File: config.mk
export PLATFORM = sky130hd
export DESIGN_NAME = pew_host
export DESIGN_NICKNAME = d
export VERILOG_FILES = /design/src/pkg/pew_pkg.sv /design/src/verilog/pew_fifo.sv /design/src/verilog/pew_host.sv
export SDC_FILE = /design/constraint.sdc
export NUM_CORES = 1
export LEC_CHECK = 0
export BUFFER_PORTS_ARGS = -buffer_cell sky130_fd_sc_hd__buf_2
export CELL_PAD_IN_SITES_DETAIL_PLACEMENT = 0
export CELL_PAD_IN_SITES_GLOBAL_PLACEMENT = 1
export CORE_UTILIZATION = 30
export CTS_BUF_LIST = sky130_fd_sc_hd__clkbuf_4
export DETAILED_ROUTE_END_ITERATION = 12
export PLACE_DENSITY_LB_ADDON = 0.12
export SLEW_MARGIN = 20
export SYNTH_ARGS = -nofsm -noshare
export SYNTH_HDL_FRONTEND = slang
export SYNTH_SLANG_ARGS = --single-unit
File: constraint.sdc
create_clock -name core_clk -period 6 [get_ports core_clk]
set_input_delay 0 -clock core_clk [delete_from_list [all_inputs] [get_ports core_clk]]
set_output_delay 0 -clock core_clk [all_outputs]
set_load 0.01 [all_outputs]
File: src/pkg/pew_pkg.sv
package pew_pkg;
  // Clock, timing, sizes and bit positions
  localparam int CLK_MHZ = 25;
  localparam int BLC_MAX_US = 150;
  localparam int BLC_CYC = BLC_MAX_US * CLK_MHZ;
  localparam int ERASE_SETUP_US = 1;
  localparam int ERASE_SETUP_CYC = ERASE_SETUP_US * CLK_MHZ;
  localparam int ERASE_PULSE_MS = 10;
  localparam int ERASE_PULSE_CYC = ERASE_PULSE_MS * 1000 * CLK_MHZ;
  localparam int STROBE_CYC = 4;
  localparam int STROBE_HIGH_CYC = 4;
  localparam int PAGE_BYTES = 64;
  localparam int ADDR_W = 13;
  localparam int DATA_W = 8;
  localparam int PAGE_LSB = 6;
  localparam int TOGGLE_BIT = 6;
  localparam int POLL_BIT = 7;
  localparam int FIFO_DEPTH = 8;
  localparam int PROT_LEN = 3;
  typedef enum logic [1:0] {PEW_CMD_PAGE, PEW_CMD_ERASE} pew_cmd_e;
endpackage

File: src/verilog/pew_fifo.sv
`timescale 1ns/1ps
module pew_fifo #(
  parameter int WIDTH = 21,
  parameter int DEPTH = 8
) (
  input wire logic core_clk,
  input wire logic rst,
  input wire logic inValid,
  output logic inReady,
  input wire logic [WIDTH-1:0] inData,
  output logic outValid,
  input wire logic outReady,
  output logic [WIDTH-1:0] outData
);
  localparam int AW = $clog2(DEPTH);
  logic [WIDTH-1:0] mem [DEPTH];
  logic [AW-1:0] wrPtr_r;
  logic [AW-1:0] rdPtr_r;
  logic [AW:0] count_r;
  wire doPush = inValid && inReady;
  wire doPop = outValid && outReady;

  // Honest full and empty from the occupancy count
  assign inReady = (count_r != (AW+1)'(DEPTH));
  assign outValid = (count_r != '0);
  assign outData = mem[rdPtr_r];

  // Pointers wrap; depth must be a power of two
  always_ff @(posedge core_clk) begin
    if (rst) begin
      wrPtr_r <= '0;
      rdPtr_r <= '0;
      count_r <= '0;
    end else begin
      if (doPush) begin
        mem[wrPtr_r] <= inData;
        wrPtr_r <= wrPtr_r + AW'(1);
      end
      if (doPop) rdPtr_r <= rdPtr_r + AW'(1);
      count_r <= count_r + (AW+1)'(doPush) - (AW+1)'(doPop);
    end
  end
endmodule

File: src/verilog/pew_host.sv
`timescale 1ns/1ps
module pew_host
  import pew_pkg::*;
#(
  parameter int ERASE_CYC = pew_pkg::ERASE_PULSE_CYC
) (
  input wire logic core_clk,
  input wire logic rst,
  // Byte stream: page_address_bits from first byte, last marks end of load
  input wire logic byteValid,
  output logic byteReady,
  input wire logic [pew_pkg::ADDR_W-1:0] byteAddr,
  input wire logic [pew_pkg::DATA_W-1:0] byteData,
  input wire logic byteLast,
  input wire logic eraseReq,
  output logic busy,
  output logic writeDone,
  output logic pageError,
  // Device pins
  output logic chipSel_n,
  output logic outGate_n,
  output logic writeStb_n,
  output logic eraseHv,
  output logic [pew_pkg::ADDR_W-1:0] memAddr,
  output logic [pew_pkg::DATA_W-1:0] dataOut,
  output logic dataOe_n,
  input wire logic [pew_pkg::DATA_W-1:0] dataIn
);
  import pew_pkg::*;
  localparam int FW = ADDR_W + DATA_W + 1;

  typedef enum logic [3:0] {
    ST_IDLE, ST_SETUP, ST_STB, ST_GAP, ST_POLL_LO, ST_POLL_HI,
    ST_ER_SETUP, ST_ER_PULSE, ST_ER_HOLD
  } pew_state_e;

  pew_state_e state_r;
  logic [31:0] timer_r;
  logic [6:0] bytes_r;
  logic [ADDR_W-1:PAGE_LSB] page_r;
  logic [ADDR_W-1:0] pollAddr_r;
  logic [DATA_W-1:0] dOut_r;
  logic [ADDR_W-1:0] aOut_r;
  logic lastSeen_r;
  logic havePrev_r;
  logic prevTog_r;
  logic [DATA_W-1:0] sync1_r;
  logic [DATA_W-1:0] sync2_r;
  logic err_r;
  logic done_r;
  logic fOutValid;
  logic fOutReady;
  logic [FW-1:0] fOutData;

  pew_fifo #(.WIDTH(FW), .DEPTH(FIFO_DEPTH)) uFifo (
    .core_clk(core_clk),
    .rst(rst),
    .inValid(byteValid),
    .inReady(byteReady),
    .inData({byteLast, byteAddr, byteData}),
    .outValid(fOutValid),
    .outReady(fOutReady),
    .outData(fOutData)
  );

  // FIFO head fields
  wire hdLast = fOutData[FW-1];
  wire [ADDR_W-1:0] hdAddr = fOutData[FW-2:DATA_W];
  wire [DATA_W-1:0] hdData = fOutData[DATA_W-1:0];
  wire firstByte = (bytes_r == 7'h00);
  wire pageMatch = firstByte || (hdAddr[ADDR_W-1:PAGE_LSB] == page_r);
  wire pageFull = (bytes_r == 7'(PAGE_BYTES));
  wire canLoad = fOutValid && pageMatch && !pageFull && !lastSeen_r;
  // Gap timer starts after the strobe, so strobe and setup cycles come off the limit
  wire gapExpired = (timer_r >= 32'(BLC_CYC - STROBE_CYC - 2));
  wire startPoll = (state_r == ST_GAP) && (gapExpired || lastSeen_r || (fOutValid && !canLoad));
  // Toggle compare on synchronised line 6; equal twice means done
  wire togNow = sync2_r[TOGGLE_BIT];
  wire pollStable = havePrev_r && (togNow == prevTog_r);

  assign fOutReady = (state_r == ST_IDLE || state_r == ST_GAP) && canLoad;
  assign busy = (state_r != ST_IDLE) || fOutValid;
  assign writeDone = done_r;
  assign pageError = err_r;
  assign memAddr = aOut_r;
  assign dataOut = dOut_r;
  // Strobes decoded from state only, so gate and write can never overlap
  // Erase pulse is a long write strobe while the gate sits at high voltage
  assign writeStb_n = !(state_r == ST_STB || state_r == ST_ER_PULSE);
  assign chipSel_n = !(state_r == ST_STB || state_r == ST_POLL_LO || state_r == ST_ER_SETUP
                       || state_r == ST_ER_PULSE || state_r == ST_ER_HOLD);
  assign outGate_n = (state_r != ST_POLL_LO);
  assign dataOe_n = !(state_r == ST_SETUP || state_r == ST_STB || state_r == ST_GAP);
  assign eraseHv = (state_r == ST_ER_SETUP || state_r == ST_ER_PULSE || state_r == ST_ER_HOLD);

  // Pin inputs pass two flops before any compare
  always_ff @(posedge core_clk) begin
    sync1_r <= dataIn;
    sync2_r <= sync1_r;
  end

  // Sequencer
  always_ff @(posedge core_clk) begin
    if (rst) begin
      state_r <= ST_IDLE;
      timer_r <= '0;
      bytes_r <= '0;
      page_r <= '0;
      pollAddr_r <= '0;
      aOut_r <= '0;
      dOut_r <= '0;
      lastSeen_r <= 1'b0;
      havePrev_r <= 1'b0;
      prevTog_r <= 1'b0;
      err_r <= 1'b0;
      done_r <= 1'b0;
    end else begin
      done_r <= 1'b0;
      unique case (state_r)
        ST_IDLE, ST_GAP: begin
          timer_r <= timer_r + 32'd1;
          if (fOutReady) begin
            if (firstByte) page_r <= hdAddr[ADDR_W-1:PAGE_LSB];
            aOut_r <= {(firstByte ? hdAddr[ADDR_W-1:PAGE_LSB] : page_r),
                       hdAddr[PAGE_LSB-1:0]};
            dOut_r <= hdData;
            pollAddr_r <= hdAddr;
            lastSeen_r <= hdLast;
            bytes_r <= bytes_r + 7'd1;
            timer_r <= '0;
            state_r <= ST_SETUP;
          end else if (startPoll) begin
            // Gap limit, last byte, full page or foreign page closes the load
            err_r <= fOutValid && !pageMatch && !lastSeen_r && !pageFull;
            aOut_r <= pollAddr_r;
            timer_r <= '0;
            havePrev_r <= 1'b0;
            state_r <= ST_POLL_HI;
          end else if (state_r == ST_IDLE && eraseReq) begin
            timer_r <= '0;
            state_r <= ST_ER_SETUP;
          end
        end
        ST_SETUP: state_r <= ST_STB;
        ST_STB: begin
          timer_r <= timer_r + 32'd1;
          if (timer_r == 32'(STROBE_CYC - 1)) begin
            timer_r <= '0;
            state_r <= ST_GAP;
          end
        end
        ST_POLL_HI: begin
          // Device ignores loads until done, so nothing else is issued
          timer_r <= timer_r + 32'd1;
          if (timer_r == 32'(STROBE_HIGH_CYC - 1)) begin
            timer_r <= '0;
            state_r <= ST_POLL_LO;
          end
        end
        ST_POLL_LO: begin
          timer_r <= timer_r + 32'd1;
          if (timer_r == 32'(STROBE_CYC - 1)) begin
            timer_r <= '0;
            prevTog_r <= togNow;
            havePrev_r <= 1'b1;
            if (pollStable) begin
              done_r <= 1'b1;
              bytes_r <= '0;
              lastSeen_r <= 1'b0;
              state_r <= ST_IDLE;
            end else begin
              state_r <= ST_POLL_HI;
            end
          end
        end
        ST_ER_SETUP: begin
          timer_r <= timer_r + 32'd1;
          if (timer_r == 32'(ERASE_SETUP_CYC - 1)) begin
            timer_r <= '0;
            state_r <= ST_ER_PULSE;
          end
        end
        ST_ER_PULSE: begin
          timer_r <= timer_r + 32'd1;
          if (timer_r == 32'(ERASE_CYC - 1)) begin
            timer_r <= '0;
            state_r <= ST_ER_HOLD;
          end
        end
        ST_ER_HOLD: begin
          timer_r <= timer_r + 32'd1;
          if (timer_r == 32'(ERASE_SETUP_CYC - 1)) begin
            timer_r <= '0;
            done_r <= 1'b1;
            state_r <= ST_IDLE;
          end
        end
      endcase
    end
  end

  // Polling compares settle after two sync flops inside the strobe
  chk_gate_never_overlap: assert property (@(posedge core_clk) disable iff (rst)
    !(writeStb_n == 1'b0 && chipSel_n == 1'b0 && outGate_n == 1'b0))
    else $error("gate low during write strobe");
  chk_page_fixed: assert property (@(posedge core_clk) disable iff (rst)
    ($fell(writeStb_n) && bytes_r > 7'd1) |-> memAddr[ADDR_W-1:PAGE_LSB] == page_r)
    else $error("page address moved");
  chk_page_bound: assert property (@(posedge core_clk) disable iff (rst)
    bytes_r <= 7'(PAGE_BYTES))
    else $error("page over 64 bytes");
  chk_poll_addr: assert property (@(posedge core_clk) disable iff (rst)
    (state_r == ST_POLL_LO && $past(state_r) == ST_POLL_LO) |-> $stable(memAddr))
    else $error("poll address moved");
  chk_gap_bound: assert property (@(posedge core_clk) disable iff (rst)
    (state_r == ST_GAP) |-> timer_r <= 32'(BLC_CYC - STROBE_CYC - 2))
    else $error("byte gap too long");
  chk_erase_len: assert property (@(posedge core_clk) disable iff (rst)
    $rose(state_r == ST_ER_HOLD) |-> $past(timer_r) == 32'(ERASE_CYC - 1))
    else $error("erase pulse short");
  chk_done_stable: assert property (@(posedge core_clk) disable iff (rst)
    (writeDone && $past(state_r) == ST_POLL_LO) |-> $past(pollStable))
    else $error("done without stable toggle");
  chk_no_load_poll: assert property (@(posedge core_clk) disable iff (rst)
    (state_r == ST_POLL_HI) |=> writeStb_n)
    else $error("load during write");

  // Erase watch counters, cleared whenever high voltage is off
  logic [31:0] hvRun_r;
  logic [31:0] pulseRun_r;
  always_ff @(posedge core_clk) begin
    if (rst || !eraseHv) begin
      hvRun_r <= '0;
      pulseRun_r <= '0;
    end else begin
      hvRun_r <= hvRun_r + 32'd1;
      if (!writeStb_n) pulseRun_r <= pulseRun_r + 32'd1;
    end
  end
  chk_erase_setup: assert property (@(posedge core_clk) disable iff (rst)
    ($fell(writeStb_n) && eraseHv) |-> hvRun_r >= 32'(ERASE_SETUP_CYC))
    else $error("erase setup short");
  chk_erase_pulse: assert property (@(posedge core_clk) disable iff (rst)
    ($rose(writeStb_n) && eraseHv) |-> pulseRun_r >= 32'(ERASE_CYC))
    else $error("erase strobe short");
endmodule
=== Word level (Yosys, flattened, before mapping) ===
Memories as Yosys holds them, arrays and structs flattened. A register that Yosys moved wholly into a read port is not among the register bits.
Cells that the tools add are included.

* Input bits: 34
* Register bits: 113
* Memories kept: 1
* Bits in latches: 0
* RAM bits: 176
* Word-level logic and storage cells: 146
* Bits in read-only memories: 0

{| class="wikitable"
|+ Memory list
! memory !! words !! bits a word !! rd ports !! clocked after memory_dff !! write ports !! line !! text
|-
| uFifo.mem || 8 || 22 || 1 || 1 || 1 || pew_fifo.sv:16 || <nowiki>logic [WIDTH-1:0] mem [DEPTH];</nowiki>
|}

* Order comparisons: 1
* $add $sub $neg: 6
* Shift-type cells: 0
* Eq/ne operators: 27
* Multiply operators: 0
* Bitwise gates (word level): 1
* Reduce and logical (&&, ||, !) cells: 51
* Divide/modulo/power cells: 0
* Mux-type cells: 42

{| class="wikitable"
|+ Operator list
! cell !! count
|-
| 32-bit 2-to-1 mux || 6
|-
| 32-bit case mux with 4 select lines || 1
|-
| 4-bit 2-to-1 mux || 9
|-
| 32-bit by 1-bit adder with 32-bit output, second input constant || 1
|-
| 32-bit by 18-bit equality test with 1-bit output, second input constant || 1
|-
| 32-bit by 2-bit equality test with 1-bit output, second input constant || 1
|-
| 32-bit by 5-bit equality test with 1-bit output, second input constant || 1
|-
| 32-bit by 12-bit greater-or-equal comparator with 1-bit output, second input constant || 1
|-
| 4-bit case mux with 8 select lines || 1
|-
| 7-bit 2-to-1 mux || 4
|-
| 13-bit 2-to-1 mux || 2
|-
| 4-bit by 3-bit equality test with 1-bit output, second input constant || 4
|-
| 1-bit logical OR || 14
|-
| 7-bit case mux with 2 select lines || 1
|-
| 1-bit logical AND || 13
|-
| 1-bit 2-to-1 mux || 12
|-
| 2-bit by 1-bit != test with 1-bit output, second input constant || 6
|-
| 4-bit nonzero test || 3
|-
| 3-bit 2-to-1 mux || 3
|-
| 4-bit by 2-bit equality test with 1-bit output, second input constant || 2
|-
| 2-bit != test, second input constant || 4
|-
| 4-bit by 3-bit != test with 1-bit output, second input constant || 2
|-
| 4-bit AND reduction || 2
|-
| 7-bit by 1-bit adder with 7-bit output, second input constant || 1
|-
| other kinds (20) || 33
|}

=== Logic depth before layout (Yosys ltp) ===
Gate-level depths: netlist (run 1).

* Depth in word-level cells: 12
* Mapped depth: 16
* Mapped depth without buffers: 14

=== Modules after synthesis ===
A second synthesis (run 1) with hierarchy kept.

* Cell total of the unflattened synthesis: 884
* Area, all modules: 12065.3 um^2

{| class="wikitable"
|+ Modules (own cells, without submodules)
! module !! cells each !! area an instance (um^2) !! times used
|-
| pew_fifo || 332 || 7465.9 || 1
|-
| pew_host || 552 || 4599.4 || 1
|}

=== Worst setup path after synthesis (run 1) ===
OpenSTA, ideal clock, no wires.

* Path type: flip-flop to flip-flop
* Start: reg uFifo.count_r[2]
* End: mem uFifo.mem[4][0] in the netlist's numbering (enable)
* Setup slack: 2.374 ns
* Setup time: 0.457 ns
* Stages on the path, launching flop included: 8
* Arrival: 3.169 ns
* Required time: 5.543 ns
* Cells stage by stage: dfxtp_1 -> inv_1 -> ha_1 -> nand2_1 -> nand2_1 -> inv_1 -> nand2_1 -> nor4_1

* Cells in the longest elaborated chain, start to end: 5

{| class="wikitable"
|+ RTL lines
! what !! line !! text
|-
| start, declared || pew_fifo.sv:19 || <nowiki>logic [AW:0] count_r;</nowiki>
|-
| start signal, assigned || pew_fifo.sv:40 || <nowiki>count_r <= count_r + (AW+1)'(doPush) - (AW+1)'(doPop);</nowiki>
|-
| 4-bit != test || pew_fifo.sv:24 || <nowiki>assign inReady = (count_r != (AW+1)'(DEPTH));</nowiki>
|-
| via byteReady || pew_host.sv:11 || <nowiki>output logic byteReady,</nowiki>
|-
| 1-bit logical AND || pew_fifo.sv:20 || <nowiki>wire doPush = inValid && inReady;</nowiki>
|-
| via uFifo.doPush || pew_fifo.sv:20 ||
|-
| 1-bit 2-to-1 mux || pew_fifo.sv:35 || <nowiki>if (doPush) begin</nowiki>
|-
| 1-bit 2-to-1 mux || pew_fifo.sv:30 || <nowiki>if (rst) begin</nowiki>
|-
| 1-bit 2-to-1 mux (not written as such) || pew_fifo.sv:36 || <nowiki>mem[wrPtr_r] <= inData;</nowiki>
|-
| end, declared || pew_fifo.sv:16 ||
|}

The timed path passes the listed nets, and every way through them passes these cells.

==> flow_summary.html, run 1 <==
<table>
<tr><th>Metric</th><th>Value</th></tr>
<tr><th colspan="2">Clocking</th></tr>
<tr><td>Clk sink count</td><td>280</td></tr>
<tr><td>CTS Buf Count</td><td>79</td></tr>
<tr><td>Max Root-Sink Buffers</td><td>3</td></tr>
<tr><td>Clock root buffer</td><td>clkbuf_4</td></tr>
<tr><td>H-Tree Level Count</td><td>3</td></tr>
<tr><td>CTS tree</td><td>built</td></tr>
<tr><td>Clk slew on worst S/H paths</td><td>~0.07 ns</td></tr>
<tr><td>Clock Latency Late Sink</td><td>0.75 ns</td></tr>
<tr><td>Buffer count from post-CTS setup fixing</td><td>0</td></tr>
<tr><th colspan="2">Worst setup path</th></tr>
<tr><td>Data arrival time at the worst-slack endpoint</td><td>4.96 ns</td></tr>
<tr><td>Startpoint class of the critical path</td><td>flip-flop</td></tr>
<tr><td>Required time worst endpoint</td><td>6.61 ns</td></tr>
<tr><td>CP endpoint kind</td><td>flip-flop</td></tr>
<tr><td>Critical path type</td><td>flip-flop to flip-flop</td></tr>
<tr><td>Critical path peak fanout</td><td>30</td></tr>
<tr><th colspan="2">Synthesis</th></tr>
<tr><td>Synth warn</td><td>0</td></tr>
<tr><td>Synthesized netlist net count</td><td>969</td></tr>
<tr><td>Most instantiated flip-flop cell in the synthesis netlist</td><td>edfxtp_1</td></tr>
<tr><td>Seq cells post-synth</td><td>between 200 and 300</td></tr>
<tr><td>Count of cell types in the netlist</td><td>between 60 and 70</td></tr>
<tr><td>Top post-synthesis cells by count</td><td>176 x edfxtp_1, 113 x nand2_1, 104 x dfxtp_1, 82 x nor2_1, 42 x mux4_2</td></tr>
<tr><td>Syn Area/Cell</td><td>12.9 um2</td></tr>
<tr><td>Most instantiated library cell after synthesis</td><td>edfxtp_1</td></tr>
<tr><td>Top cells by area in the synthesized netlist</td><td>edfxtp_1 44%, dfxtp_1 17%, mux4_2 7.9%</td></tr>
<tr><td>Total standard cell area after synthesis</td><td>around 0.012 mm2</td></tr>
<tr><td>Top cell type's share of synthesized area</td><td>between 40% and 50%</td></tr>
<tr><td>Cell taking the most area after synthesis</td><td>edfxtp_1</td></tr>
<tr><td>Post-synthesis sequential area ratio</td><td>around 62%</td></tr>
<tr><td>Post-synth EDFFs</td><td>176</td></tr>
<tr><td>Post-synthesis cell count</td><td>923</td></tr>
<tr><td>Share of flip-flops with an asynchronous set or reset after synthesis</td><td>0%</td></tr>
<tr><th colspan="2">Power and ir drop</th></tr>
<tr><td>Total power divided by cell area</td><td>407 mW/mm2</td></tr>
<tr><td>Switching share of power</td><td>between 30% and 40%</td></tr>
<tr><td>Switching power</td><td>between 1.5 and 2 mW</td></tr>
<tr><td>Sequential cell fraction of total power</td><td>roughly 42%</td></tr>
<tr><td>Leakage power of the design</td><td>around 5 nW</td></tr>
<tr><td>Gate power share</td><td>between 20 and 30%</td></tr>
<tr><td>Peak VDD IR</td><td>around 0.21 mV</td></tr>
<tr><td>Cell internal power dissipation</td><td>3.84 mW</td></tr>
<tr><td>Proportion of power drawn by the clock network</td><td>a little under a third</td></tr>
<tr><th colspan="2">Route</th></tr>
<tr><td>Routed len/inst</td><td>17.9 um</td></tr>
<tr><td>Wirelength, routed</td><td>29400 um</td></tr>
<tr><td>Remaining number of nets flagged by the antenna check after routing</td><td>0</td></tr>
<tr><td>Pre-Repair DR Iteration Count</td><td>4</td></tr>
<tr><td>Iteration-0 DRC Markers</td><td>302</td></tr>
<tr><td>Remaining routing DRC violations</td><td>0</td></tr>
<tr><td>Via count</td><td>roughly 7800</td></tr>
<tr><td>Vias per cell</td><td>between 4 and 5</td></tr>
<tr><th colspan="2">Timing</th></tr>
<tr><td>Final-report max-slew violation count</td><td>0</td></tr>
<tr><td>Summed negative setup slack over all endpoints</td><td>0 ns</td></tr>
<tr><td>Headroom to the max-slew limit</td><td>31.9%</td></tr>
<tr><td>Hold Violations, Final</td><td>0</td></tr>
<tr><td>Finish-stage setup viols</td><td>0</td></tr>
<tr><td>Final Hold Slack</td><td>between 0.07 and 0.08 ns</td></tr>
<tr><td>Tightest Pin Transition</td><td>between 1 and 1.5 ns</td></tr>
<tr><td>Min Clock Period, post-route</td><td>4.35 ns</td></tr>
<tr><td>Maximum operating frequency</td><td>~0.23 GHz</td></tr>
<tr><td>Post-route fraction of the period consumed by the critical path</td><td>72.5%</td></tr>
<tr><td>Post-Route Skew</td><td>between 0.06 and 0.07 ns</td></tr>
<tr><td>RSZ-0062 raised after global routing</td><td>no</td></tr>
<tr><th colspan="2">Hold path</th></tr>
<tr><td>Min-delay worst type</td><td>input pin to flip-flop</td></tr>
<tr><th colspan="2">Cells and area</th></tr>
<tr><td>Sequential cell area</td><td>between 0.007 and 0.008 mm2</td></tr>
<tr><td>Area used by multi-input combinational logic</td><td>~0.0043 mm2</td></tr>
<tr><td>Share of post-route cells with drive strength above 1</td><td>25.9%</td></tr>
<tr><td>Growth of design area from synthesis to finish</td><td>18.6%</td></tr>
<tr><td>Fill cell total of the finished layout</td><td>approximately 3800</td></tr>
<tr><td>Total number of nets in the final design</td><td>around 1100</td></tr>
<tr><th colspan="2">Job</th></tr>
<tr><td>Number of max-cap violations</td><td>0</td></tr>
<tr><th colspan="2">GRT</th></tr>
<tr><td>Initial antenna violation count</td><td>2</td></tr>
<tr><td>Aggregate global-route resource usage</td><td>14.8%</td></tr>
<tr><td>Total congestion overflow after global routing</td><td>0</td></tr>
<tr><td>Global-route wire length before repair</td><td>roughly 46000 um</td></tr>
<tr><td>Via count of the first global-routing pass</td><td>roughly 7900</td></tr>
<tr><td>Pin count of the biggest net entering global routing</td><td>56</td></tr>
<tr><th colspan="2">Run status</th></tr>
<tr><td>Result of the run</td><td>complete, no violations</td></tr>
<tr><th colspan="2">Placement</th></tr>
<tr><td>IO buf count</td><td>56</td></tr>
<tr><td>Routability-driven placement congestion ratio</td><td>0.767</td></tr>
<tr><td>Detailed placer's ending HPWL</td><td>about 18000 um</td></tr>
<tr><th colspan="2">Floorplanning</th></tr>
<tr><td>Total die area</td><td>0.0406 mm2</td></tr>
<tr><td>Standard cell core area</td><td>around 0.04 mm2</td></tr>
<tr><td># IOs</td><td>64</td></tr>
<tr><td>Starting utilization of the core area</td><td>a little under a third</td></tr>
<tr><td>Die outline height</td><td>about 200 um</td></tr>
<tr><td>Row count</td><td>72</td></tr>
<tr><td>DIE WIDTH</td><td>202 um</td></tr>
</table>
-- per-layer routing --
metal	vias to the layer above	wire [um]	global-route usage, %	part of all wire, %
met4	0	708	5.65	2.4
met5	-	0	0	0
li1	3811	-	-	-
met2	157	13100	22.6	45
met3	60	1300	3.87	4.4
met1	3810	14300	20.1	49
-- state kept, by name (all words and copies together) (netlist names), 4 cells and up, named ones only --
register	cells
page_r	7
pollAddr_r	13
memAddr	13
uFifo.count_r	4
dataOut	8
bytes_r	7
timer_r	32
uFifo.mem	176
state_r	4
-- cell families after synthesis --
kind of cell	Yosys count	share of synthesized area, %
DFF	280	61.6
xor gates and xnor gates	18	1.32
and+or+nand+nor	324	12.6
buffers and inverters	67	2.70
muxes	82	11.5
AOI/OAI and AO/OA	140	9.00
adders and majority gates	12	1.32
-- worst paths after layout --
kind	slack [ns]	endpoint	startpoint	depth (start not counted)
max	1.65	timer_r[10]	flip-flop	10
min	0.07	uFifo.mem[5][18]	byteAddr[10]	2
max reg2reg	1.65	timer_r[10]	flip-flop	10
min reg2reg	0.34	sync2_r[6]	sync1_r[6]	0
-- power by group through the flow --
stage / clock network [mW] / registers [mW] / logic [mW]
after detailed placement: 0 / 2.44 / 1.64
after floorplan: 0 / 2.36 / 1.29
after global placement: 0 / 2.44 / 1.64
final: 1.74 / 2.39 / 1.63
after CTS: 1.82 / 2.40 / 1.67
after global routing: 1.92 / 2.42 / 1.82
-- placed cells by master (no fill, tap or decap), drive strengths merged, types with 5 or more instances in the layout --
cell and count:
o211ai 15, dfxtp 104, nand2b 6, clkbuf 116, nor2b 9, dlygate4sd3 39, a22o 5, nor3 20
xnor2 8, mux2i 25, edfxtp 176, nand2 113, nor2 82, a211oi 14, mux2 15, a21oi 26
clkinv 14, o21ai 33, a2bb2oi 11, nand3 25, ha 11, buf 71, and2 11, xor2 10
mux4 42, or2 7, inv 26, nor4 13, o21a 7, and3 12, nand4 14
-- area by class of cell --
class,count,area share (%)
flip-flops and latches,280,52.0
multi-input cells,576,30.3
clock buffers,116,6.14
repair buffers,110,5.52
well taps,518,4.57
clock inverters,20,0.838
inverters,21,0.556
diodes,3,0.0530
-- what timing repair did --
| item | CTS | global route |
|---|---|---|
| hold endpoints to repair | 196 | 0 |
| resized for setup | 0 | 0 |
| hold buffers | 39 | 0 |
-- critical path, stage by stage, from the launching register on --
cell	delay (ns)
dfxtp_2	0.98
mux4_2	0.60
mux2i_1	0.37
xor2_1	0.22
o2111ai_2	0.26
o41a_1	0.50
buf_4	0.24
nand3_1	0.27
buf_4	0.34
o211ai_1	0.14
a31o_2	0.28
-- per-stage QoR --
step / area, um2 / std cells / setup slack, ns / util [%] / power, mW
2_1_floorplan: 12000 / 923 / 2.37 / - / 3.65
3_3_place_gp: 12800 / 1466 / 1.60 / 32.8 / 4.08
3_5_place_dp: 12800 / 1466 / 1.60 / 32.8 / 4.08
4_1_cts: 14200 / 1641 / 1.54 / 36.3 / 5.89
5_1_grt: 14200 / 1644 / 1.31 / 36.3 / 6.17
6_report: 14200 / 1644 / 1.65 / 36.3 / 5.77
No activity file was read; power rests on OpenSTA's default activity.
==> run 2, diff against run 1 <==
==> constraint.sdc (replaced) <==
create_clock -name core_clk -period 3.7 [get_ports core_clk]
set_input_delay 0 -clock core_clk [delete_from_list [all_inputs] [get_ports core_clk]]
set_output_delay 0 -clock core_clk [all_outputs]
set_load 0.01 [all_outputs]
==> flow_summary.html, run 2 (synthesized netlist as in run 1, its figures left out) <==
<table>
<tr><th>Metric</th><th>Value</th></tr>
<tr><th colspan="2">Run status</th></tr>
<tr><td>Result of the run</td><td>complete, no violations</td></tr>
<tr><th colspan="2">Route</th></tr>
<tr><td>Wirelength, routed</td><td>29000 um</td></tr>
<tr><td>Via count</td><td>7905</td></tr>
<tr><td>Iteration-0 DRC Markers</td><td>around 330</td></tr>
<tr><td>Pre-Repair DR Iteration Count</td><td>5</td></tr>
<tr><td>Vias per cell</td><td>4.72</td></tr>
<tr><td>Remaining number of nets flagged by the antenna check after routing</td><td>0</td></tr>
<tr><td>Routed len/inst</td><td>around 17 um</td></tr>
<tr><td>Remaining routing DRC violations</td><td>0</td></tr>
<tr><th colspan="2">Job</th></tr>
<tr><td>Number of max-cap violations</td><td>0</td></tr>
<tr><th colspan="2">Clocking</th></tr>
<tr><td>Clk sink count</td><td>280</td></tr>
<tr><td>H-Tree Level Count</td><td>3</td></tr>
<tr><td>CTS Buf Count</td><td>82</td></tr>
<tr><td>Clk slew on worst S/H paths</td><td>~0.060 ns</td></tr>
<tr><td>Max Root-Sink Buffers</td><td>3</td></tr>
<tr><td>Clock Latency Late Sink</td><td>between 0.7 and 0.8 ns</td></tr>
<tr><td>Clock root buffer</td><td>clkbuf_4</td></tr>
<tr><td>CTS tree</td><td>built</td></tr>
<tr><th colspan="2">Placement</th></tr>
<tr><td>Placed Cells incl. Taps</td><td>around 1500</td></tr>
<tr><td>IO buf count</td><td>between 50 and 60</td></tr>
<tr><td>Detailed placer's ending HPWL</td><td>between 15000 and 20000 um</td></tr>
<tr><td>Area post-placement</td><td>0.0130 mm2</td></tr>
<tr><td>Routability-driven placement congestion ratio</td><td>0.741</td></tr>
<tr><th colspan="2">Hold path</th></tr>
<tr><td>Min-delay worst type</td><td>input pin to flip-flop</td></tr>
<tr><th colspan="2">Cells and area</th></tr>
<tr><td>Final cell count without fillers</td><td>~1700</td></tr>
<tr><td>Largest register FFs</td><td>176</td></tr>
<tr><td>Largest regs</td><td>uFifo.mem x176, timer_r x32</td></tr>
<tr><td>Cell area after layout</td><td>between 0.01 and 0.015 mm2</td></tr>
<tr><td>Growth of design area from synthesis to finish</td><td>21.0%</td></tr>
<tr><td>Fill cell total of the finished layout</td><td>3866</td></tr>
<tr><td>Total number of nets in the final design</td><td>1141</td></tr>
<tr><td>Register bank with the most flops</td><td>uFifo.mem</td></tr>
<tr><td>Top library cells by usage in the layout, fill and taps aside</td><td>176 x edfxtp_1, 130 x clkbuf_4, 113 x nand2_1</td></tr>
<tr><td>Final design utilization</td><td>a little under two fifths</td></tr>
<tr><td>Leading cell type in the layout, fill and taps excluded</td><td>edfxtp_1</td></tr>
<tr><td>Share of post-route cells with drive strength above 1</td><td>28.1%</td></tr>
<tr><th colspan="2">Timing</th></tr>
<tr><td>Post-route fraction of the period consumed by the critical path</td><td>approximately 90%</td></tr>
<tr><td>Final-report max-slew violation count</td><td>0</td></tr>
<tr><td>Headroom to the max-slew limit</td><td>44.8%</td></tr>
<tr><td>Min Clock Period, post-route</td><td>~3.4 ns</td></tr>
<tr><td>Finish-stage setup viols</td><td>0</td></tr>
<tr><td>RSZ-0062 raised after global routing</td><td>no</td></tr>
<tr><td>Summed negative setup slack over all endpoints</td><td>0 ns</td></tr>
<tr><td>Hold Violations, Final</td><td>0</td></tr>
<tr><td>Maximum operating frequency</td><td>between 0.2 and 0.3 GHz</td></tr>
<tr><td>Post-Route Skew</td><td>0.0367 ns</td></tr>
<tr><td>Tightest Pin Transition</td><td>approximately 0.83 ns</td></tr>
<tr><th colspan="2">Floorplanning</th></tr>
<tr><td># IOs</td><td>64</td></tr>
<tr><td>Standard cell core area</td><td>a little under 0.04 mm2</td></tr>
<tr><td>Total die area</td><td>0.0406 mm2</td></tr>
<tr><td>Starting utilization of the core area</td><td>between 30% and 40%</td></tr>
<tr><td>DIE WIDTH</td><td>a little over 200 um</td></tr>
<tr><td>Die outline height</td><td>slightly above 200 um</td></tr>
<tr><td>Row count</td><td>72</td></tr>
<tr><th colspan="2">GRT</th></tr>
<tr><td>Global-route wire length before repair</td><td>between 40000 and 50000 um</td></tr>
<tr><td>Met3 layer usage reported by global route</td><td>between 4 and 5%</td></tr>
<tr><td>Total congestion overflow after global routing</td><td>0</td></tr>
<tr><td>Met1 usage in global routing</td><td>between 10% and 20%</td></tr>
<tr><td>Aggregate global-route resource usage</td><td>14.8%</td></tr>
<tr><td>Met2 track demand over resource</td><td>about a quarter</td></tr>
<tr><td>Highest-utilization routing layer at the global route stage</td><td>met2</td></tr>
<tr><td>Via count of the first global-routing pass</td><td>slightly above 8000</td></tr>
<tr><td>Pin count of the biggest net entering global routing</td><td>between 50 and 60</td></tr>
<tr><td>Initial antenna violation count</td><td>4</td></tr>
<tr><th colspan="2">Worst setup path</th></tr>
<tr><td>Critical path peak fanout</td><td>10</td></tr>
<tr><td>Crit path max-delay family</td><td>compound AO/OA/AOI/OAI gates</td></tr>
<tr><td>Startpoint class of the critical path</td><td>flip-flop</td></tr>
<tr><td>Buffers plus inverters on the worst setup path</td><td>2</td></tr>
<tr><td>Delay of the slowest cell on the worst path</td><td>around 0.55 ns</td></tr>
<tr><td>CP endpoint kind</td><td>flip-flop</td></tr>
<tr><td>Critical path type</td><td>flip-flop to flip-flop</td></tr>
<tr><td>Data arrival time at the worst-slack endpoint</td><td>4.00 ns</td></tr>
<tr><td>Critical-path cell list</td><td>mux4_2 &gt; mux2i_2 &gt; xor2_1 &gt; o2111ai_2 &gt; o41a_1 &gt; buf_4 &gt; buf_4 &gt; nor4_1 &gt; xnor2_1 &gt; nor2_1</td></tr>
<tr><td>Most repeated library cell on the critical path</td><td>buf_4</td></tr>
<tr><td>Slowest cell on crit path</td><td>mux4_2</td></tr>
<tr><td>Required time worst endpoint</td><td>between 4 and 5 ns</td></tr>
<tr><th colspan="2">Power and ir drop</th></tr>
<tr><td>Gate power share</td><td>slightly above 30%</td></tr>
<tr><td>Switching share of power</td><td>32.8%</td></tr>
<tr><td>Peak VDD IR</td><td>roughly 0.30 mV</td></tr>
<tr><td>Cell internal power dissipation</td><td>approximately 6.5 mW</td></tr>
<tr><td>Proportion of power drawn by the clock network</td><td>a little under a third</td></tr>
<tr><td>Switching power</td><td>about 3.2 mW</td></tr>
<tr><td>Leakage power of the design</td><td>between 5 and 6 nW</td></tr>
<tr><td>Total power divided by cell area</td><td>~670 mW/mm2</td></tr>
<tr><td>Sequential cell fraction of total power</td><td>39.4%</td></tr>
<tr><td>Total power after layout</td><td>between 9 and 10 mW</td></tr>
</table>
[run 2: cell count changes in the layout (fill, tap and decap cells not counted), sizes merged]
cell	delta
buf	+23
clkbuf	+14
inv	-4
clkinv	-3
bufinv	-1
clkinvlp	+1
diode	+1
dlygate4sd3	+1
[run 2: area by class of cell]
class | instances | area [um2] | share of cell area (%)
flip-flops and latches | 280 | 7370 | 51.0
multi-input cells | 576 | 4300 | 29.8
repair buffers | 134 | 1000 | 6.94
clock buffers | 130 | 976 | 6.75
well taps | 518 | 648 | 4.48
inverters | 21 | 78.8 | 0.545
clock inverters | 13 | 67.6 | 0.467
diodes | 4 | 10.0 | 0.0692
[run 2: path summary, 6_finish.rpt]
kind | endpoint | start | cells after the start | slack, ns
setup / recovery | bytes_r[6] | flip-flop | 10 | 0.30
hold / removal | uFifo.mem[4][5] | byteData[5] | 2 | 0.1
setup reg to reg | bytes_r[6] | flip-flop | 10 | 0.30
hold reg to reg | sync2_r[6] | sync1_r[6] | 0 | 0.34
[run 2: repair_timing]
| action | CTS | global route |
|---|---|---|
| hold buffers | 40 | 0 |
| resized for setup | 0 | 2 |
| setup endpoints to repair | 0 | 8 |
| hold endpoints to repair | 190 | 0 |
| setup buffers | 0 | 2 |
[run 2: metal layers]
metal | vias to the layer above | wire [um] | share of wire [%]
li1 | 3878 | - | -
met1 | 3813 | 13500 | 46
met2 | 157 | 13500 | 47
met3 | 55 | 1340 | 4.6
met4 | 2 | 660 | 2.3
met5 | - | 13 | 0.045
[run 2: stage by stage]
| stage | hold WS, ns | worst slack (ns) |
|---|---|---|
| detailed placement | 0.105 | 0.143 |
| global placement | 0.105 | 0.194 |
| floorplan | 0.0277 | 0.0745 |
| CTS | 0.00116 | 0.0980 |
| global route | 0.00421 | 0.0169 |
| finish | 0.0968 | 0.297 |
[run 2: worst register-to-register path, stage by stage (launching register included)]
cell and delay, ns:
dfxtp_2 0.50, mux4_2 0.56, mux2i_2 0.23, xor2_1 0.23, o2111ai_2 0.27, o41a_1 0.56, buf_4 0.20, buf_4 0.17
nor4_1 0.35, xnor2_1 0.16, nor2_1 0.05
[run 2: power groups by stage]
stage	clock, mW	sequential, mW	combinational (mW)
global route	3.22	3.83	3.27
finish	2.90	3.79	2.93
global placement	0	3.86	2.92
floorplan	0	3.82	2.10
detailed placement	0	3.86	2.92
CTS	3.03	3.79	2.96
==> run 3, diff against run 2 <==
--- a/config.mk
+++ b/config.mk
@@ -5,12 +5,12 @@
 export SDC_FILE = /design/constraint.sdc
 export NUM_CORES = 1
 export LEC_CHECK = 0
-export BUFFER_PORTS_ARGS = -buffer_cell sky130_fd_sc_hd__buf_2
 export CELL_PAD_IN_SITES_DETAIL_PLACEMENT = 0
 export CELL_PAD_IN_SITES_GLOBAL_PLACEMENT = 1
 export CORE_UTILIZATION = 30
 export CTS_BUF_LIST = sky130_fd_sc_hd__clkbuf_4
 export DETAILED_ROUTE_END_ITERATION = 12
+export DONT_BUFFER_PORTS = 1
 export PLACE_DENSITY_LB_ADDON = 0.12
 export SLEW_MARGIN = 20
 export SYNTH_ARGS = -nofsm -noshare
==> flow_summary.html, run 3 (synthesized netlist as in run 1, its figures left out) <==
<table>
<tr><th>Metric</th><th>Value</th></tr>
<tr><th colspan="2">Run status</th></tr>
<tr><td>Result of the run</td><td>complete, no violations</td></tr>
<tr><th colspan="2">Worst setup path</th></tr>
<tr><td>CP endpoint kind</td><td>flip-flop</td></tr>
<tr><td>Crit path max-delay family</td><td>multiplexers</td></tr>
<tr><td>Buffers plus inverters on the worst setup path</td><td>2</td></tr>
<tr><td>Slowest cell on crit path</td><td>dfxtp_2</td></tr>
<tr><td>Critical path type</td><td>flip-flop to flip-flop</td></tr>
<tr><td>Required time worst endpoint</td><td>4.31 ns</td></tr>
<tr><td>Critical-path cell list</td><td>buf_4 &gt; mux4_2 &gt; mux2i_1 &gt; xnor2_1 &gt; o41ai_4 &gt; nand2b_1 &gt; nand2_1 &gt; ha_1 &gt; inv_1 &gt; fa_1 &gt; xor2_1 &gt; nor2_1</td></tr>
<tr><td>Data arrival time at the worst-slack endpoint</td><td>4.04 ns</td></tr>
<tr><td>Startpoint class of the critical path</td><td>flip-flop</td></tr>
<tr><td>Critical path peak fanout</td><td>17</td></tr>
<tr><td>Delay of the slowest cell on the worst path</td><td>about 0.62 ns</td></tr>
<tr><th colspan="2">Clocking</th></tr>
<tr><td>Clock root buffer</td><td>clkbuf_4</td></tr>
<tr><td>Max Root-Sink Buffers</td><td>3</td></tr>
<tr><td>CTS tree</td><td>built</td></tr>
<tr><td>H-Tree Level Count</td><td>3</td></tr>
<tr><td>Clk slew on worst S/H paths</td><td>roughly 0.060 ns</td></tr>
<tr><td>Clock Latency Late Sink</td><td>approximately 0.73 ns</td></tr>
<tr><td>Clk sink count</td><td>between 200 and 300</td></tr>
<tr><td>CTS Buf Count</td><td>82</td></tr>
<tr><th colspan="2">Placement</th></tr>
<tr><td>Routability-driven placement congestion ratio</td><td>roughly 0.73</td></tr>
<tr><td>Pre-CTS setup slack</td><td>0.150 ns</td></tr>
<tr><td>IO buf count</td><td>0</td></tr>
<tr><td>Detailed placer's ending HPWL</td><td>roughly 17000 um</td></tr>
<tr><th colspan="2">Cells and area</th></tr>
<tr><td>Top library cells by usage in the layout, fill and taps aside</td><td>176 x edfxtp_1, 124 x clkbuf_4, 113 x nand2_1</td></tr>
<tr><td>Total number of nets in the final design</td><td>~1100</td></tr>
<tr><td>Growth of design area from synthesis to finish</td><td>17.9%</td></tr>
<tr><td>Leading cell type in the layout, fill and taps excluded</td><td>edfxtp_1</td></tr>
<tr><td>Largest regs</td><td>uFifo.mem x176, timer_r x32</td></tr>
<tr><td>Largest register FFs</td><td>176</td></tr>
<tr><td>Share of post-route cells with drive strength above 1</td><td>about a quarter</td></tr>
<tr><td>Register bank with the most flops</td><td>uFifo.mem</td></tr>
<tr><th colspan="2">Route</th></tr>
<tr><td>Remaining routing DRC violations</td><td>0</td></tr>
<tr><td>Via count</td><td>between 7000 and 8000</td></tr>
<tr><td>Wire length on met2</td><td>about 13000 um</td></tr>
<tr><td>Remaining number of nets flagged by the antenna check after routing</td><td>0</td></tr>
<tr><td>Pre-Repair DR Iteration Count</td><td>4</td></tr>
<tr><td>Total routed wire length on the met1 layer</td><td>between 10000 and 15000 um</td></tr>
<tr><td>Vias per cell</td><td>~4.8</td></tr>
<tr><td>Routed len/inst</td><td>~18 um</td></tr>
<tr><td>Wirelength, routed</td><td>about 29000 um</td></tr>
<tr><td>Max layer used</td><td>met5</td></tr>
<tr><td>Iteration-0 DRC Markers</td><td>397</td></tr>
<tr><td>Routed wire length on met3</td><td>about 1400 um</td></tr>
<tr><th colspan="2">Hold path</th></tr>
<tr><td>Min-delay worst type</td><td>input pin to flip-flop</td></tr>
<tr><th colspan="2">GRT</th></tr>
<tr><td>Total congestion overflow after global routing</td><td>0</td></tr>
<tr><td>Pin count of the biggest net entering global routing</td><td>between 60 and 70</td></tr>
<tr><td>Initial antenna violation count</td><td>4</td></tr>
<tr><td>Aggregate global-route resource usage</td><td>between 10 and 15%</td></tr>
<tr><td>Global-route wire length before repair</td><td>~46000 um</td></tr>
<tr><td>Via count of the first global-routing pass</td><td>between 7000 and 8000</td></tr>
<tr><th colspan="2">Power and ir drop</th></tr>
<tr><td>Switching share of power</td><td>32.7%</td></tr>
<tr><td>Sequential cell fraction of total power</td><td>around two fifths</td></tr>
<tr><td>Total power after layout</td><td>~9.6 mW</td></tr>
<tr><td>Gate power share</td><td>~29%</td></tr>
<tr><td>Cell internal power dissipation</td><td>between 6 and 7 mW</td></tr>
<tr><td>Leakage power of the design</td><td>slightly below 5 nW</td></tr>
<tr><td>Switching power</td><td>roughly 3.1 mW</td></tr>
<tr><td>Proportion of power drawn by the clock network</td><td>between 30% and 40%</td></tr>
<tr><td>Total power divided by cell area</td><td>680 mW/mm2</td></tr>
<tr><td>Peak VDD IR</td><td>between 0.2 and 0.3 mV</td></tr>
<tr><th colspan="2">Floorplanning</th></tr>
<tr><td># IOs</td><td>64</td></tr>
<tr><td>Total die area</td><td>roughly 0.04 mm2</td></tr>
<tr><td>Die outline height</td><td>slightly above 200 um</td></tr>
<tr><td>DIE WIDTH</td><td>about 200 um</td></tr>
<tr><td>Row count</td><td>72</td></tr>
<tr><td>Standard cell core area</td><td>roughly 0.039 mm2</td></tr>
<tr><td>Starting utilization of the core area</td><td>around 30%</td></tr>
<tr><th colspan="2">Timing</th></tr>
<tr><td>Maximum operating frequency</td><td>between 0.2 and 0.3 GHz</td></tr>
<tr><td>Finish-stage setup viols</td><td>0</td></tr>
<tr><td>Final-report max-slew violation count</td><td>0</td></tr>
<tr><td>Min Clock Period, post-route</td><td>between 3 and 4 ns</td></tr>
<tr><td>Post-Route Skew</td><td>0.0367 ns</td></tr>
<tr><td>Final worst setup slack</td><td>approximately 0.26 ns</td></tr>
<tr><td>Headroom to the max-slew limit</td><td>around 44%</td></tr>
<tr><td>Hold Violations, Final</td><td>0</td></tr>
<tr><td>Post-route fraction of the period consumed by the critical path</td><td>92.9%</td></tr>
<tr><td>Tightest Pin Transition</td><td>about 0.84 ns</td></tr>
<tr><td>RSZ-0062 raised after global routing</td><td>no</td></tr>
<tr><td>Summed negative setup slack over all endpoints</td><td>0 ns</td></tr>
<tr><th colspan="2">Job</th></tr>
<tr><td>Number of max-cap violations</td><td>0</td></tr>
</table>
-- run 3: cell types whose count changed in the layout (fill, tap and decap cells not counted), sizes merged --
cell / previous run / this run
diode: 4 / 2
clkbuf: 130 / 124
buf: 94 / 37
inv: 22 / 23
clkinv: 11 / 14
bufinv: 0 / 2
dlygate4sd3: 40 / 28
-- run 3: repair_timing --
| action | in CTS | in global routing |
|---|---|---|
| endpoints found under the hold margin | 409 | 0 |
| resized for setup | 0 | 1 |
| hold buffers | 29 | 0 |
| endpoints found under the setup margin | 0 | 8 |
| buffers inserted | 0 | 3 |
-- run 3: through the flow --
stage | instances | hold WS (ns) | cell area [um2] | util, %
floorplan | 923 | 0.0277 | 12000 | -
global placement | 1428 | 0.0278 | 12700 | 32.5
detailed placement | 1428 | 0.0278 | 12700 | 32.5
CTS | 1600 | 0.00802 | 14100 | 36.0
global route | 1605 | 0.0281 | 14100 | 36.1
finish | 1605 | 0.0900 | 14100 | 36.1
-- run 3: routing by layer --
layer	up-vias	GRT usage, %
met3	54	4.45
met1	3703	19.1
met5	-	0
met4	4	5.36
met2	152	22.9
li1	3725	-
-- run 3: area by class of cell --
type                            count  area (um2)
Antenna cell                        2        5.00
Clock buffer                      124         931
Clock inverter                     19         138
Fill cell                        3865       24900
Inverter                           21        78.8
Multi-Input combinational cell    576        4300
Sequential cell                   280        7370
Tap cell                          518         648
Timing Repair Buffer               65         616
-- run 3: final timing paths --
| path | start | endpoint | slack (ns) | depth (start not counted) |
|---|---|---|---|---|
| hold reg to reg | sync1_r[6] | sync2_r[6] | 0.33 | 0 |
| setup reg to reg | flip-flop | uFifo.count_r[2] | 0.26 | 12 |
| setup / recovery | flip-flop | uFifo.count_r[2] | 0.26 | 12 |
| hold / removal | byteAddr[9] | uFifo.mem[1][17] | 0.09 | 1 |
-- run 3: power groups by stage --
stage,registers [mW],clock network (mW),logic [mW]
after floorplan,3.82,0,2.10
after global placement,3.94,0,2.69
after detailed placement,3.94,0,2.69
after CTS,3.87,3.12,2.77
after global routing,3.90,3.30,3.08
final,3.86,2.97,2.75
-- run 3: worst register-to-register path: cells and delay by family (launching register included) --
kind	cells	cell delay [ns]
muxes	2	0.66
DFF	1	0.62
adders and majority gates	2	0.53
AOI/OAI and AO/OA	1	0.46
xor gates and xnor gates	2	0.45
buffers and inverters	2	0.29
and+or+nand+nor	3	0.29
